File: config.mk
export PLATFORM = sky130hd
export DESIGN_NAME = bfms_seq
export DESIGN_NICKNAME = d
export VERILOG_FILES = /design/src/bfms_seq.v /design/src/bfms_osc.v
export VERILOG_INCLUDE_DIRS = /design/src /design/src/src
export SDC_FILE = /design/constraint.sdc
export NUM_CORES = 1
export LEC_CHECK = 0
export BUFFER_PORTS_ARGS = -buffer_cell sky130_fd_sc_hd__buf_2
export CORE_AREA = 2 2 153 117
export CTS_CLUSTER_DIAMETER = 60
export DETAILED_ROUTE_END_ITERATION = 10
export DIE_AREA = 0 0 155 119
export PLACE_DENSITY_LB_ADDON = 0.12
export SLEW_MARGIN = 20
export SYNTH_ARGS = -nofsm -noshare
export SYNTH_HDL_FRONTEND = slang
export SYNTH_HIERARCHICAL = 1
export SYNTH_SLANG_ARGS = --single-unit
File: constraint.sdc
create_clock -name clk -period 17.82 [get_ports clk]
set_input_delay 2.673 -clock clk [delete_from_list [all_inputs] [get_ports clk]]
set_output_delay 2.673 -clock clk [all_outputs]
set_load 0.005 [all_outputs]
File: src/bfms_defs.vh
// Constants for the buck fault and mode sequencer
// Functional notes
// - Add one to fault count when either FET drop exceeds its threshold.
// - Subtract one from fault count in a cycle without overcurrent.
// - Three summed overcurrent events declare a fault and start hiccup.
// - Fault during regulation: four dummy soft-starts then one real attempt.
// - Fault from start-up: five dummy soft-starts then one real attempt.
// - Hiccup retry repeats without limit while the fault persists.
// - High-side overcurrent ends that cycle's high-side on-time.
// - Clamp reached at calibration disables all overcurrent sensing.
// - Low-side overcurrent judged on a sampled and held valley drop.
// - Each enable runs about 2 ms calibration with both drives off.
// - Disable pin level keeps bias regulator off and drives low.
// - Undervoltage lockout keeps bias regulator off and drives low.
// - After calibration enter converting; soft-start then compensation drives gates.
// - Target is lower of reference and offset soft-start level.
// - Prebiased output: no pulses until soft-start exceeds feedback.
// - After prebias release, rectifier on-time grows each cycle to 1-D.
// - Output-ok low on window error, soft-start active, or short circuit.
// - Over-temperature stops PWM and drives; restart with normal soft-start.
// - Spread-spectrum modulates oscillator with triangular 25 kHz profile, 12% span.
// - Oscillator runs at a fixed per-variant frequency while spread-spectrum mode is off.
// - Gate drives never overlap; dead time separates them.
// - Calibrated trip level held until power cycle or enable toggle.
`ifndef BFMS_DEFS_VH
`define BFMS_DEFS_VH
`define BFMS_CLK_HZ 20000000
`define BFMS_CAL_US 2000
`define BFMS_CAL_CYC ((`BFMS_CAL_US * (`BFMS_CLK_HZ / 1000000)))
`define BFMS_SS_CYC 30000
`define BFMS_FAULT_LIMIT 2'h3
`define BFMS_DUMMY_RUN 3'h4
`define BFMS_DUMMY_START 3'h5
`define BFMS_PER_300K 8'h43
`define BFMS_PER_600K 8'h21
`define BFMS_PER_1M2 8'h10
`define BFMS_SPREAD_HZ 25000
`define BFMS_SPREAD_HALF ((`BFMS_CLK_HZ / `BFMS_SPREAD_HZ) / 2)
`define BFMS_SPREAD_DIV 12'h038
`define BFMS_DEAD_CYC 4'h2
`define BFMS_TRIP_W 8
`endif

File: src/bfms_seq.v
// Mode sequencer, fault counter, hiccup, prebias and gate drive
`timescale 1ns/1ns
`default_nettype none
`include "bfms_defs.vh"
module bfms_seq #(
  parameter CAL_CYC = `BFMS_CAL_CYC,
  parameter SS_CYC = `BFMS_SS_CYC
) (
  // Clock and reset
  input wire clk,
  input wire rstn,
  // Supply and enable comparators, variant and spread-spectrum select
  input wire undervoltage_lockout,
  input wire enable_above_disable,
  input wire [1:0] variant,
  input wire spread_spectrum_mode,
  // Calibration inputs
  input wire trip_clamp_reached,
  input wire [7:0] trip_set_level,
  // Current sense
  input wire [7:0] low_side_drop,
  input wire high_side_trip,
  // Loop inputs
  input wire [7:0] compensation_duty,
  input wire [7:0] feedback_input,
  input wire feedback_in_window,
  // Thermal
  input wire over_temp,
  input wire cooled,
  // Outputs
  output reg high_side_gate_drive,
  output reg low_side_gate_drive,
  output reg internal_bias_regulator,
  output reg output_ok_flag,
  output reg overcurrent_protection,
  output reg [7:0] trip_level,
  output reg [7:0] reg_target,
  output reg [1:0] fault_count,
  output reg hiccup_active
);
  localparam ST_OFF = 3'h0;
  localparam ST_CAL = 3'h1;
  localparam ST_SS = 3'h2;
  localparam ST_RUN = 3'h3;
  localparam ST_HIC = 3'h4;
  localparam ST_HOT = 3'h5;
  localparam [7:0] REF_LVL = 8'h80;

  reg [2:0] state;
  reg [2:0] next_state;
  reg [15:0] timer;
  reg [7:0] ss_level;
  reg [2:0] dummy_left;
  reg start_fault;
  reg oc_seen;
  reg [7:0] valley_hold;
  reg prebias_done;
  reg [7:0] sr_width;
  reg [3:0] dead;
  reg hs_cut;
  reg en_q;
  wire cycle_start;
  wire [7:0] phase;
  wire [7:0] period;
  wire osc_run;
  wire ss_done;
  wire timer_done;
  wire [7:0] on_time;
  wire want_hs;
  wire want_ls;
  wire [7:0] ls_limit;

  function [7:0] min8;
    input [7:0] a;
    input [7:0] b;
    begin
      min8 = (a < b) ? a : b;
    end
  endfunction

  assign osc_run = (state == ST_SS) || (state == ST_RUN) || (state == ST_HIC);
  assign timer_done = (timer == 16'h0000);
  assign ss_done = (state == ST_SS) && timer_done;

  bfms_osc u_osc (
    .clk(clk),
    .rstn(rstn),
    .run(osc_run),
    .variant(variant),
    .spread_spectrum_mode(spread_spectrum_mode),
    .cycle_start(cycle_start),
    .phase(phase),
    .period(period)
  );

  // Mode transitions
  always @* begin
    next_state = state;
    case (state)
      ST_OFF: if (!undervoltage_lockout && enable_above_disable) next_state = ST_CAL;
      ST_CAL: if (timer_done) next_state = ST_SS;
      ST_SS: if (ss_done) next_state = ST_RUN;
      ST_RUN: next_state = ST_RUN;
      ST_HIC: if (timer_done && dummy_left == 3'h0) next_state = ST_SS;
      ST_HOT: if (cooled) next_state = ST_SS;
      default: next_state = ST_OFF;
    endcase
    if ((state == ST_SS || state == ST_RUN) && fault_count == `BFMS_FAULT_LIMIT)
      next_state = ST_HIC;
    if (over_temp && state != ST_OFF && state != ST_CAL && state != ST_HOT)
      next_state = ST_HOT;
    if (undervoltage_lockout || !enable_above_disable) next_state = ST_OFF;
  end

  always @(posedge clk or negedge rstn) begin
    if (!rstn) begin
      state <= ST_OFF;
      timer <= 16'h0000;
      dummy_left <= 3'h0;
      start_fault <= 1'b0;
      en_q <= 1'b0;
    end else begin
      state <= next_state;
      en_q <= enable_above_disable;
      if (next_state != state) begin
        case (next_state)
          ST_CAL: timer <= CAL_CYC[15:0];
          ST_SS: timer <= SS_CYC[15:0];
          ST_HIC: timer <= SS_CYC[15:0];
          default: timer <= 16'h0000;
        endcase
        if (next_state == ST_HIC) begin
          start_fault <= (state == ST_SS);
          dummy_left <= (state == ST_SS) ? `BFMS_DUMMY_START : `BFMS_DUMMY_RUN;
        end
      end else if (!timer_done) begin
        timer <= timer - 16'h0001;
      end else if (state == ST_HIC && dummy_left != 3'h0) begin
        dummy_left <= dummy_left - 3'h1;
        if (dummy_left != 3'h1) timer <= SS_CYC[15:0];
      end
    end
  end

  // Trip level latched once per enable
  always @(posedge clk or negedge rstn) begin
    if (!rstn) begin
      trip_level <= 8'h00;
      overcurrent_protection <= 1'b0;
    end else if (state == ST_OFF) begin
      overcurrent_protection <= 1'b0;
    end else if (state == ST_CAL && timer == 16'h0001) begin
      trip_level <= trip_set_level;
      overcurrent_protection <= !trip_clamp_reached;
    end
  end

  // Soft-start ramp and regulation target
  always @(posedge clk or negedge rstn) begin
    if (!rstn) begin
      ss_level <= 8'h00;
      reg_target <= 8'h00;
    end else begin
      if (state != ST_SS && state != ST_RUN) ss_level <= 8'h00;
      else if (state == ST_RUN) ss_level <= 8'hFF;
      else ss_level <= 8'hFF - timer[15:8];
      reg_target <= min8(REF_LVL, ss_level);
    end
  end

  // Fault counter, one step per switching cycle
  always @(posedge clk or negedge rstn) begin
    if (!rstn) begin
      valley_hold <= 8'h00;
      oc_seen <= 1'b0;
      fault_count <= 2'h0;
    end else begin
      if (low_side_gate_drive && phase == period - 8'h02)
        valley_hold <= low_side_drop;
      if (state == ST_HIC && next_state == ST_SS) begin
        fault_count <= 2'h0;
        oc_seen <= 1'b0;
      end else if (cycle_start) begin
        oc_seen <= 1'b0;
        if (oc_seen && fault_count != `BFMS_FAULT_LIMIT)
          fault_count <= fault_count + 2'h1;
        else if (!oc_seen && fault_count != 2'h0)
          fault_count <= fault_count - 2'h1;
      end else if (overcurrent_protection && state != ST_HIC) begin
        if (high_side_trip || (valley_hold > {trip_level[6:0], 1'b0}))
          oc_seen <= 1'b1;
      end
    end
  end

  // Prebias release and synchronous rectifier ramp
  always @(posedge clk or negedge rstn) begin
    if (!rstn) begin
      prebias_done <= 1'b0;
      sr_width <= 8'h00;
    end else if (state != ST_SS && state != ST_RUN) begin
      prebias_done <= 1'b0;
      sr_width <= 8'h00;
    end else if (!prebias_done) begin
      prebias_done <= (reg_target > feedback_input);
    end else if (cycle_start && sr_width != 8'hFF) begin
      sr_width <= sr_width + 8'h01;
    end
  end

  assign on_time = min8(compensation_duty, period);
  assign want_hs = prebias_done && (phase < on_time) && !hs_cut
    && !(high_side_trip && overcurrent_protection);
  assign ls_limit = min8(sr_width, period - on_time);
  assign want_ls = prebias_done && (phase >= on_time) && (phase - on_time < ls_limit);

  // Gate drives with dead time
  always @(posedge clk or negedge rstn) begin
    if (!rstn) begin
      high_side_gate_drive <= 1'b0;
      low_side_gate_drive <= 1'b0;
      dead <= 4'h0;
      hs_cut <= 1'b0;
    end else if ((state == ST_SS || state == ST_RUN)
      && (next_state == ST_SS || next_state == ST_RUN)) begin
      if (cycle_start) hs_cut <= 1'b0;
      else if (high_side_trip && high_side_gate_drive && overcurrent_protection)
        hs_cut <= 1'b1;
      if ((high_side_gate_drive && !want_hs) || (low_side_gate_drive && !want_ls)) begin
        high_side_gate_drive <= high_side_gate_drive & want_hs;
        low_side_gate_drive <= low_side_gate_drive & want_ls;
        dead <= `BFMS_DEAD_CYC;
      end else if (dead != 4'h0) begin
        dead <= dead - 4'h1;
      end else if (!high_side_gate_drive && !low_side_gate_drive) begin
        high_side_gate_drive <= want_hs;
        low_side_gate_drive <= want_ls && !want_hs;
      end
    end else begin
      high_side_gate_drive <= 1'b0;
      low_side_gate_drive <= 1'b0;
      dead <= `BFMS_DEAD_CYC;
      hs_cut <= 1'b0;
    end
  end

  // Status outputs
  always @(posedge clk or negedge rstn) begin
    if (!rstn) begin
      internal_bias_regulator <= 1'b0;
      output_ok_flag <= 1'b0;
      hiccup_active <= 1'b0;
    end else begin
      internal_bias_regulator <= (next_state != ST_OFF);
      output_ok_flag <= (state == ST_RUN) && feedback_in_window
        && (fault_count == 2'h0) && !hiccup_active;
      hiccup_active <= (next_state == ST_HIC) || (hiccup_active && next_state != ST_RUN
        && next_state != ST_OFF);
    end
  end
endmodule // bfms_seq
`default_nettype wire

File: src/bfms_osc.v
// Switching-cycle oscillator with triangular spread-spectrum modulation
`timescale 1ns/1ns
`default_nettype none
`include "bfms_defs.vh"
module bfms_osc (
  // Clock and reset
  input wire clk,
  input wire rstn,
  // Control
  input wire run,
  input wire [1:0] variant,
  input wire spread_spectrum_mode,
  // Cycle timing
  output reg cycle_start,
  output reg [7:0] phase,
  output reg [7:0] period
);
  reg [15:0] tri_cnt;
  reg tri_up;
  reg [3:0] tri_off;
  reg [7:0] base;
  wire [11:0] spread_prod;
  wire [11:0] spread_add;
  // Seven triangle steps give one eighth of base, above the 12% span
  assign spread_prod = {4'h0, base} * {8'h00, tri_off};
  assign spread_add = spread_prod / `BFMS_SPREAD_DIV;
  always @* begin
    case (variant)
      2'h0: base = `BFMS_PER_300K;
      2'h1: base = `BFMS_PER_600K;
      default: base = `BFMS_PER_1M2;
    endcase
  end
  // Triangle offset, up to about 12% of base above nominal period
  always @(posedge clk or negedge rstn) begin
    if (!rstn) begin
      tri_cnt <= 16'h0000;
      tri_up <= 1'b1;
      tri_off <= 4'h0;
    end else if (!spread_spectrum_mode || !run) begin
      tri_cnt <= 16'h0000;
      tri_off <= 4'h0;
      tri_up <= 1'b1;
    end else if (tri_cnt == (`BFMS_SPREAD_HALF / 8) - 1) begin
      tri_cnt <= 16'h0000;
      if (tri_up) begin
        if (tri_off == 4'h7) tri_up <= 1'b0;
        else tri_off <= tri_off + 4'h1;
      end else begin
        if (tri_off == 4'h0) tri_up <= 1'b1;
        else tri_off <= tri_off - 4'h1;
      end
    end else begin
      tri_cnt <= tri_cnt + 16'h0001;
    end
  end
  always @(posedge clk or negedge rstn) begin
    if (!rstn) begin
      phase <= 8'h00;
      period <= 8'h10;
      cycle_start <= 1'b0;
    end else if (!run) begin
      phase <= 8'h00;
      cycle_start <= 1'b0;
    end else if (phase >= period - 8'h01) begin
      phase <= 8'h00;
      cycle_start <= 1'b1;
      period <= base + spread_add[7:0];
    end else begin
      phase <= phase + 8'h01;
      cycle_start <= 1'b0;
    end
  end
endmodule // bfms_osc
`default_nettype wire

==> out/metrics.csv, run 1 <==
metric,value,unit
status,completed,
cap_violations,0,
yosys_warnings,6,
ys_async_sr_fraction,1.00,
antenna_found_initial,0,
die_area,18400,µm²
dp_slack,8.84,ns
syn_nets,1151,
crit_fanout,11,
clk_latency,0.42,ns
synth_top_area_frac,0.308,
wl_met3,766,µm
peakVddDrop,0.0649,mV
cts_max_path_buffers,2,
cts_tree,yes,
wl_met1,11100,µm
finalCritPeriodShare,0.484,
cts_hold_buf,0,
cts_made_buffers,17,
drive_gt1_frac,0.154,
synth_edf_count,0,
antenna_left,0,
clock-sinks,115,
hpwl,15600,µm
fin_nets,1205,
setup_viol,0,
clk_pin_slew,0.06,ns
setup_ws,9.20,ns
syn_inst,1004,
wl_per_cell,16.3,µm
diodes,0,
crit_path_end_kind,flop,
synth_cell_type_count,95,
finalSetupTns,0,ns
worst_pin_slew,0.920,ns
p_int,547,µW
io_pins,68,
drcViolationCount,0,
grt_max_degree,74,
max_stage_delay,0.52,ns
ys.flop_type,dfrtp_1,
grt_overflow,0,
p_per_area,71.9,nW/µm²
clock.fmax,116,MHz
synth.most_common_cell,dfrtp_1,
max_slew_margin,0.386,
grt_pass1_wl,36200,µm
cts_setup_buffers,0,
synth.avg_cell_area,9.13,µm²
wirelength,21000,µm
hp-class,reg2reg,
netlist_area,9170,µm²
viasPerCell,5.77,
ys_seq_elements,115,
initial_core_util,0.533,
die_w,155,µm
synth_top_area_cell,dfrtp_1,
synth_area_leaders,"dfrtp_1, ha_1, xnor2_1, a21oi_1, xor2_1",
cp-start-kind,input pin,
dr.pass1.iters,5,
initialDrtViolationCount,530,
slowest_stage,o41a_1,
htreeDepth,4,
gr-usage-all-layers,0.240,
synth_common_cells,"dfrtp_1, ha_1, nor2_1, a21oi_1, inv_1",
rsz0062_at_grt,no,
crit_type,in2reg,
cts.repair.resized,0,
finalHoldViolCount,0,
power_switching,190,µW
topRoutingLayerUsed,met4,
drv_slew,0,
area_delta_synth_final,11.8,%
place.gp.congestion,0.885,
arrival,8.91,ns
die_y,119,µm
combinationalPowerShare,0.115,
ys_seq_area_frac,0.314,
placementRows,42,
root_buffer,clkbuf_16,
required,18.11,ns
period_needed,8.62,ns
grt_pass1_vias,7220,
clkPwrFrac,0.496,
final.setup_skew,0.0119,ns
seqPwrFrac,0.389,
route.met2.wl,8970,µm
port_buffers,67,
vias,7441,
switching_share,0.258,
fillers,1501,
core_area,17200,µm²
p_leak,4.84,nW
## metrics by stage
stage	hold slack (ns)	instances	total power [mW]	area (µm²)	util
floorplan	0.439	1004	0.349	9170	-
global placement	0.447	1259	0.374	9620	0.560
detailed placement	0.448	1259	0.375	9620	0.560
CTS	0.473	1290	0.743	10300	0.597
global route	0.493	1290	0.772	10300	0.597
finish	0.468	1290	0.737	10300	0.597
## state kept, by name, indices dropped and copies added (netlist names), 2 cells and up
| signal | cells |
|---|---|
| u_osc/phase | 8 |
| dummy_left | 3 |
| u_osc/tri_off | 4 |
| reg_target | 8 |
| state | 3 |
| sr_width | 8 |
| dead | 4 |
| u_osc/tri_cnt | 16 |
| timer | 16 |
| trip_level | 8 |
| fault_count | 2 |
| ss_level | 8 |
| u_osc/period | 8 |
| valley_hold | 8 |
## placed cells by master (no fill, tap or decap), types with 4 or more instances in the layout
cell type  count
a211oi_1       6
a21o_1        25
a21oi_1       71
a31oi_1        7
and2_1        12
and3_1        13
buf_2         66
bufinv_16      4
clkbuf_16     17
dfrtp_1      113
fa_1           6
ha_1          97
inv_1         70
inv_6          4
mux2_2        24
mux2i_1       11
nand2_1       41
nand2b_1      17
nand3_1       35
nand4_1       12
nor2_1        78
nor2b_1       21
nor3_1        28
nor3b_1        5
nor4_1        14
o2111ai_1      4
o211ai_1       5
o21a_1         9
o21ai_0       50
o31a_1         5
o31ai_1        6
or2_2          4
or3_1         12
or3b_2         4
or4_1          6
xnor2_1       45
xor2_1        34
## final timing paths
check                                           from                to  slack, ns  cells past startpoint
worst max-delay path            compensation_duty[4]           dead[1]       9.20                     32
worst min-delay path                     ss_level[3]     reg_target[3]       0.47                      1
worst max register to register       u_osc/period[1]           dead[1]      10.75                     32
worst min register to register           ss_level[3]     reg_target[3]       0.47                      1
max in group asynchronous                       rstn   u_osc/period[6]      14.25                      2
min in group asynchronous                       rstn  u_osc/tri_off[2]       2.24                      1
## logic make-up after synthesis
kind of cell               after synthesis  share of synthesized area
and+or+nand+nor                        321                      0.189
AOI/OAI and AO/OA                      243                      0.183
DFF                                    115                      0.314
buffers and inverters                  106                     0.0483
adders and majority gates              103                      0.146
xor gates and xnor gates                80                     0.0785
muxes                                   35                     0.0415
other                                    1                   0.000409
## critical path: cells and delay by family
kind | cells | cell delay [ns]
buf+inv | 2 | 0.20
simple gates | 9 | 1.68
compound gates | 15 | 2.66
mux | 1 | 0.40
fa+ha+maj | 4 | 1.08
xor+xnor | 1 | 0.21
## per-layer routing
layer,up-vias,GRT usage
met5,-,0
met4,0,0.0527
met3,15,0.0368
met2,160,0.356
met1,3566,0.371
li1,3700,-
## power groups by stage
| stage | clock network [mW] | logic [mW] | registers [mW] |
|---|---|---|---|
| floorplan | 0 | 0.0616 | 0.288 |
| global placement | 0 | 0.0832 | 0.291 |
| detailed placement | 0 | 0.0846 | 0.291 |
| CTS | 0.371 | 0.0853 | 0.287 |
| global route | 0.385 | 0.0976 | 0.289 |
| finish | 0.366 | 0.0848 | 0.287 |
## layout make-up
type	instances	area (µm²)	share of cell area
Clock inverter	14	204	0.0199
Sequential cell	115	2880	0.281
Inverter	72	270	0.0264
Clock buffer	17	425	0.0415
Multi-Input combinational cell	783	5840	0.570
Tap cell	220	275	0.0269
Timing Repair Buffer	69	353	0.0344
Power figures use the tool's default switching activity.
==> run 2, diff against run 1 <==
==> constraint.sdc (replaced) <==
create_clock -name clk -period 8.7 [get_ports clk]
set_input_delay 1.305 -clock clk [delete_from_list [all_inputs] [get_ports clk]]
set_output_delay 1.305 -clock clk [all_outputs]
set_load 0.005 [all_outputs]
==> run 2 against run 1 <==
  * Critical path type unchanged
  * First-iteration DRC count grew 7.7%
  * Worst hold slack lost 0.00077 ns
  * Clock skew shrank 0.0016 ns
  * Total power grew 100%
  * Largest power group unchanged
  * Worst setup slack lost 7.8 ns
  * Sequential power grew 100%
==> out/metrics.csv, run 2 (synthesized netlist as in run 1, its figures left out) <==
metric,value,unit,change
status,completed,,unchanged
required,8.99,ns,was 18.11 ns
max_stage_delay,0.52,ns,about the same
finalHoldViolCount,0,,unchanged
cts_setup_buffers,0,,unchanged
gr-usage-all-layers,0.239,,was 0.240
clock.fmax,136,MHz,
clk_latency,0.42,ns,about the same
clk_pin_slew,0.06,ns,about the same
wirelength,20900,µm,was 21000 µm
grt_overflow,0,,unchanged
grt_max_degree,74,,unchanged
hpwl,15600,µm,about the same
crit_fanout,11,,unchanged
die_w,155,µm,unchanged
grt_pass1_vias,7068,,was 7220
initialDrtViolationCount,571,,was 530
period_needed,7.33,ns,
rsz0062_at_grt,no,,unchanged
die_y,119,µm,unchanged
fin_cells,1290,,unchanged
drcViolationCount,0,,unchanged
final.setup_skew,0.0103,ns,was 0.0119 ns
largest_registers,"timer (16), u_osc/tri_cnt (16)",,unchanged
switching_share,0.257,,was 0.258
combinationalPowerShare,0.115,,about the same
vias,7448,,was 7441
io_pins,68,,unchanged
max_slew_margin,0.379,,was 0.386
wl_per_cell,16.2,µm,was 16.3 µm
antenna_left,0,,unchanged
drv_slew,0,,unchanged
worst_pin_slew,0.932,ns,was 0.920 ns
place.gp.congestion,0.886,,was 0.885
finalSetupTns,0,ns,unchanged
peakVddDrop,0.134,mV,was 0.0649 mV
p_int,1.12,mW,was 547 µW
core_area,17200,µm²,unchanged
setup_viol,0,,unchanged
p_per_area,147,nW/µm²,was 71.9 nW/µm²
arrival,7.63,ns,was 8.91 ns
cts_max_path_buffers,2,,unchanged
final_cell_mix,"dfrtp_1, ha_1, nor2_1",,unchanged
fin_nets,1205,,unchanged
port_buffers,67,,unchanged
drive_gt1_frac,0.154,,unchanged
finalCritPeriodShare,0.843,,
hp-class,reg2reg,,unchanged
grt_pass1_wl,35900,µm,was 36200 µm
final_common_cell,dfrtp_1,,unchanged
antenna_found_initial,0,,unchanged
cap_violations,0,,unchanged
cts.repair.resized,0,,unchanged
power,1.51,mW,was 737 µW
dr.pass1.iters,5,,unchanged
power_switching,388,µW,was 190 µW
clkPwrFrac,0.495,,was 0.496
cts_hold_buf,0,,unchanged
seqPwrFrac,0.389,,about the same
viasPerCell,5.77,,about the same
die_area,18400,µm²,unchanged
slowest_stage,o41a_1,,unchanged
diodes,0,,unchanged
cts_made_buffers,17,,unchanged
htreeDepth,4,,unchanged
area_delta_synth_final,11.8,%,about the same
crit_path_end_kind,flop,,unchanged
p_leak,4.84,nW,about the same
cp-start-kind,input pin,,unchanged
post-place-cells,1259,,unchanged
root_buffer,clkbuf_16,,unchanged
clock-sinks,115,,unchanged
crit_type,in2reg,,unchanged
cts_tree,yes,,unchanged
initial_core_util,0.533,,unchanged
placementRows,42,,unchanged
==> run 2: path summary, 6_finish.rpt <==
check | from | cells after the start | slack [ns] | to
max reg2reg | u_osc/period[1] | 32 | 1.54 | dead[1]
max | compensation_duty[4] | 32 | 1.37 | dead[1]
min | ss_level[3] | 1 | 0.47 | reg_target[3]
min reg2reg | ss_level[3] | 1 | 0.47 | reg_target[3]
max in group asynchronous | rstn | 2 | 6.48 | u_osc/period[3]
min in group asynchronous | rstn | 1 | 0.88 | u_osc/tri_off[2]
==> run 2: layout make-up <==
| cell class | instances | area [µm²] |
|---|---|---|
| Multi-Input combinational cell | 783 | 5840 |
| Sequential cell | 115 | 2880 |
| Clock buffer | 17 | 425 |
| Tap cell | 220 | 275 |
| Timing Repair Buffer | 69 | 353 |
| Inverter | 72 | 270 |
| Fill cell | 1496 | 6930 |
| Clock inverter | 14 | 205 |
==> run 2: layer usage <==
metal	vias up	global-route usage	routed length, µm
met5	-	0	0
met4	0	0.0486	146
met3	12	0.0433	901
met2	156	0.344	8780
met1	3561	0.374	11100
li1	3719	-	-
==> run 2: power by group through the flow <==
stage,sequential (mW),combinational (mW),clock (mW)
finish,0.588,0.174,0.748
global route,0.593,0.200,0.788
CTS,0.587,0.176,0.758
detailed placement,0.595,0.173,0
global placement,0.595,0.170,0
floorplan,0.589,0.126,0
==> run 2: per-stage QoR <==
step           hold WS, ns  setup slack, ns  utilization  cell area [µm²]
2_1_floorplan        0.439             1.76            -             9170
3_3_place_gp         0.447             1.29        0.560             9620
3_5_place_dp         0.452             1.05        0.560             9620
4_1_cts              0.469             1.44        0.597            10300
5_1_grt              0.495            0.914        0.597            10300
6_report             0.467             1.37        0.597            10300
==> run 2: worst max-delay path, delay by kind of cell <==
| kind | cells | cell delay [ns] |
|---|---|---|
| compound gates | 15 | 2.66 |
| simple gates | 9 | 1.72 |
| fa+ha+maj | 4 | 1.09 |
| mux | 1 | 0.40 |
| buf+inv | 2 | 0.21 |
| xor+xnor | 1 | 0.21 |
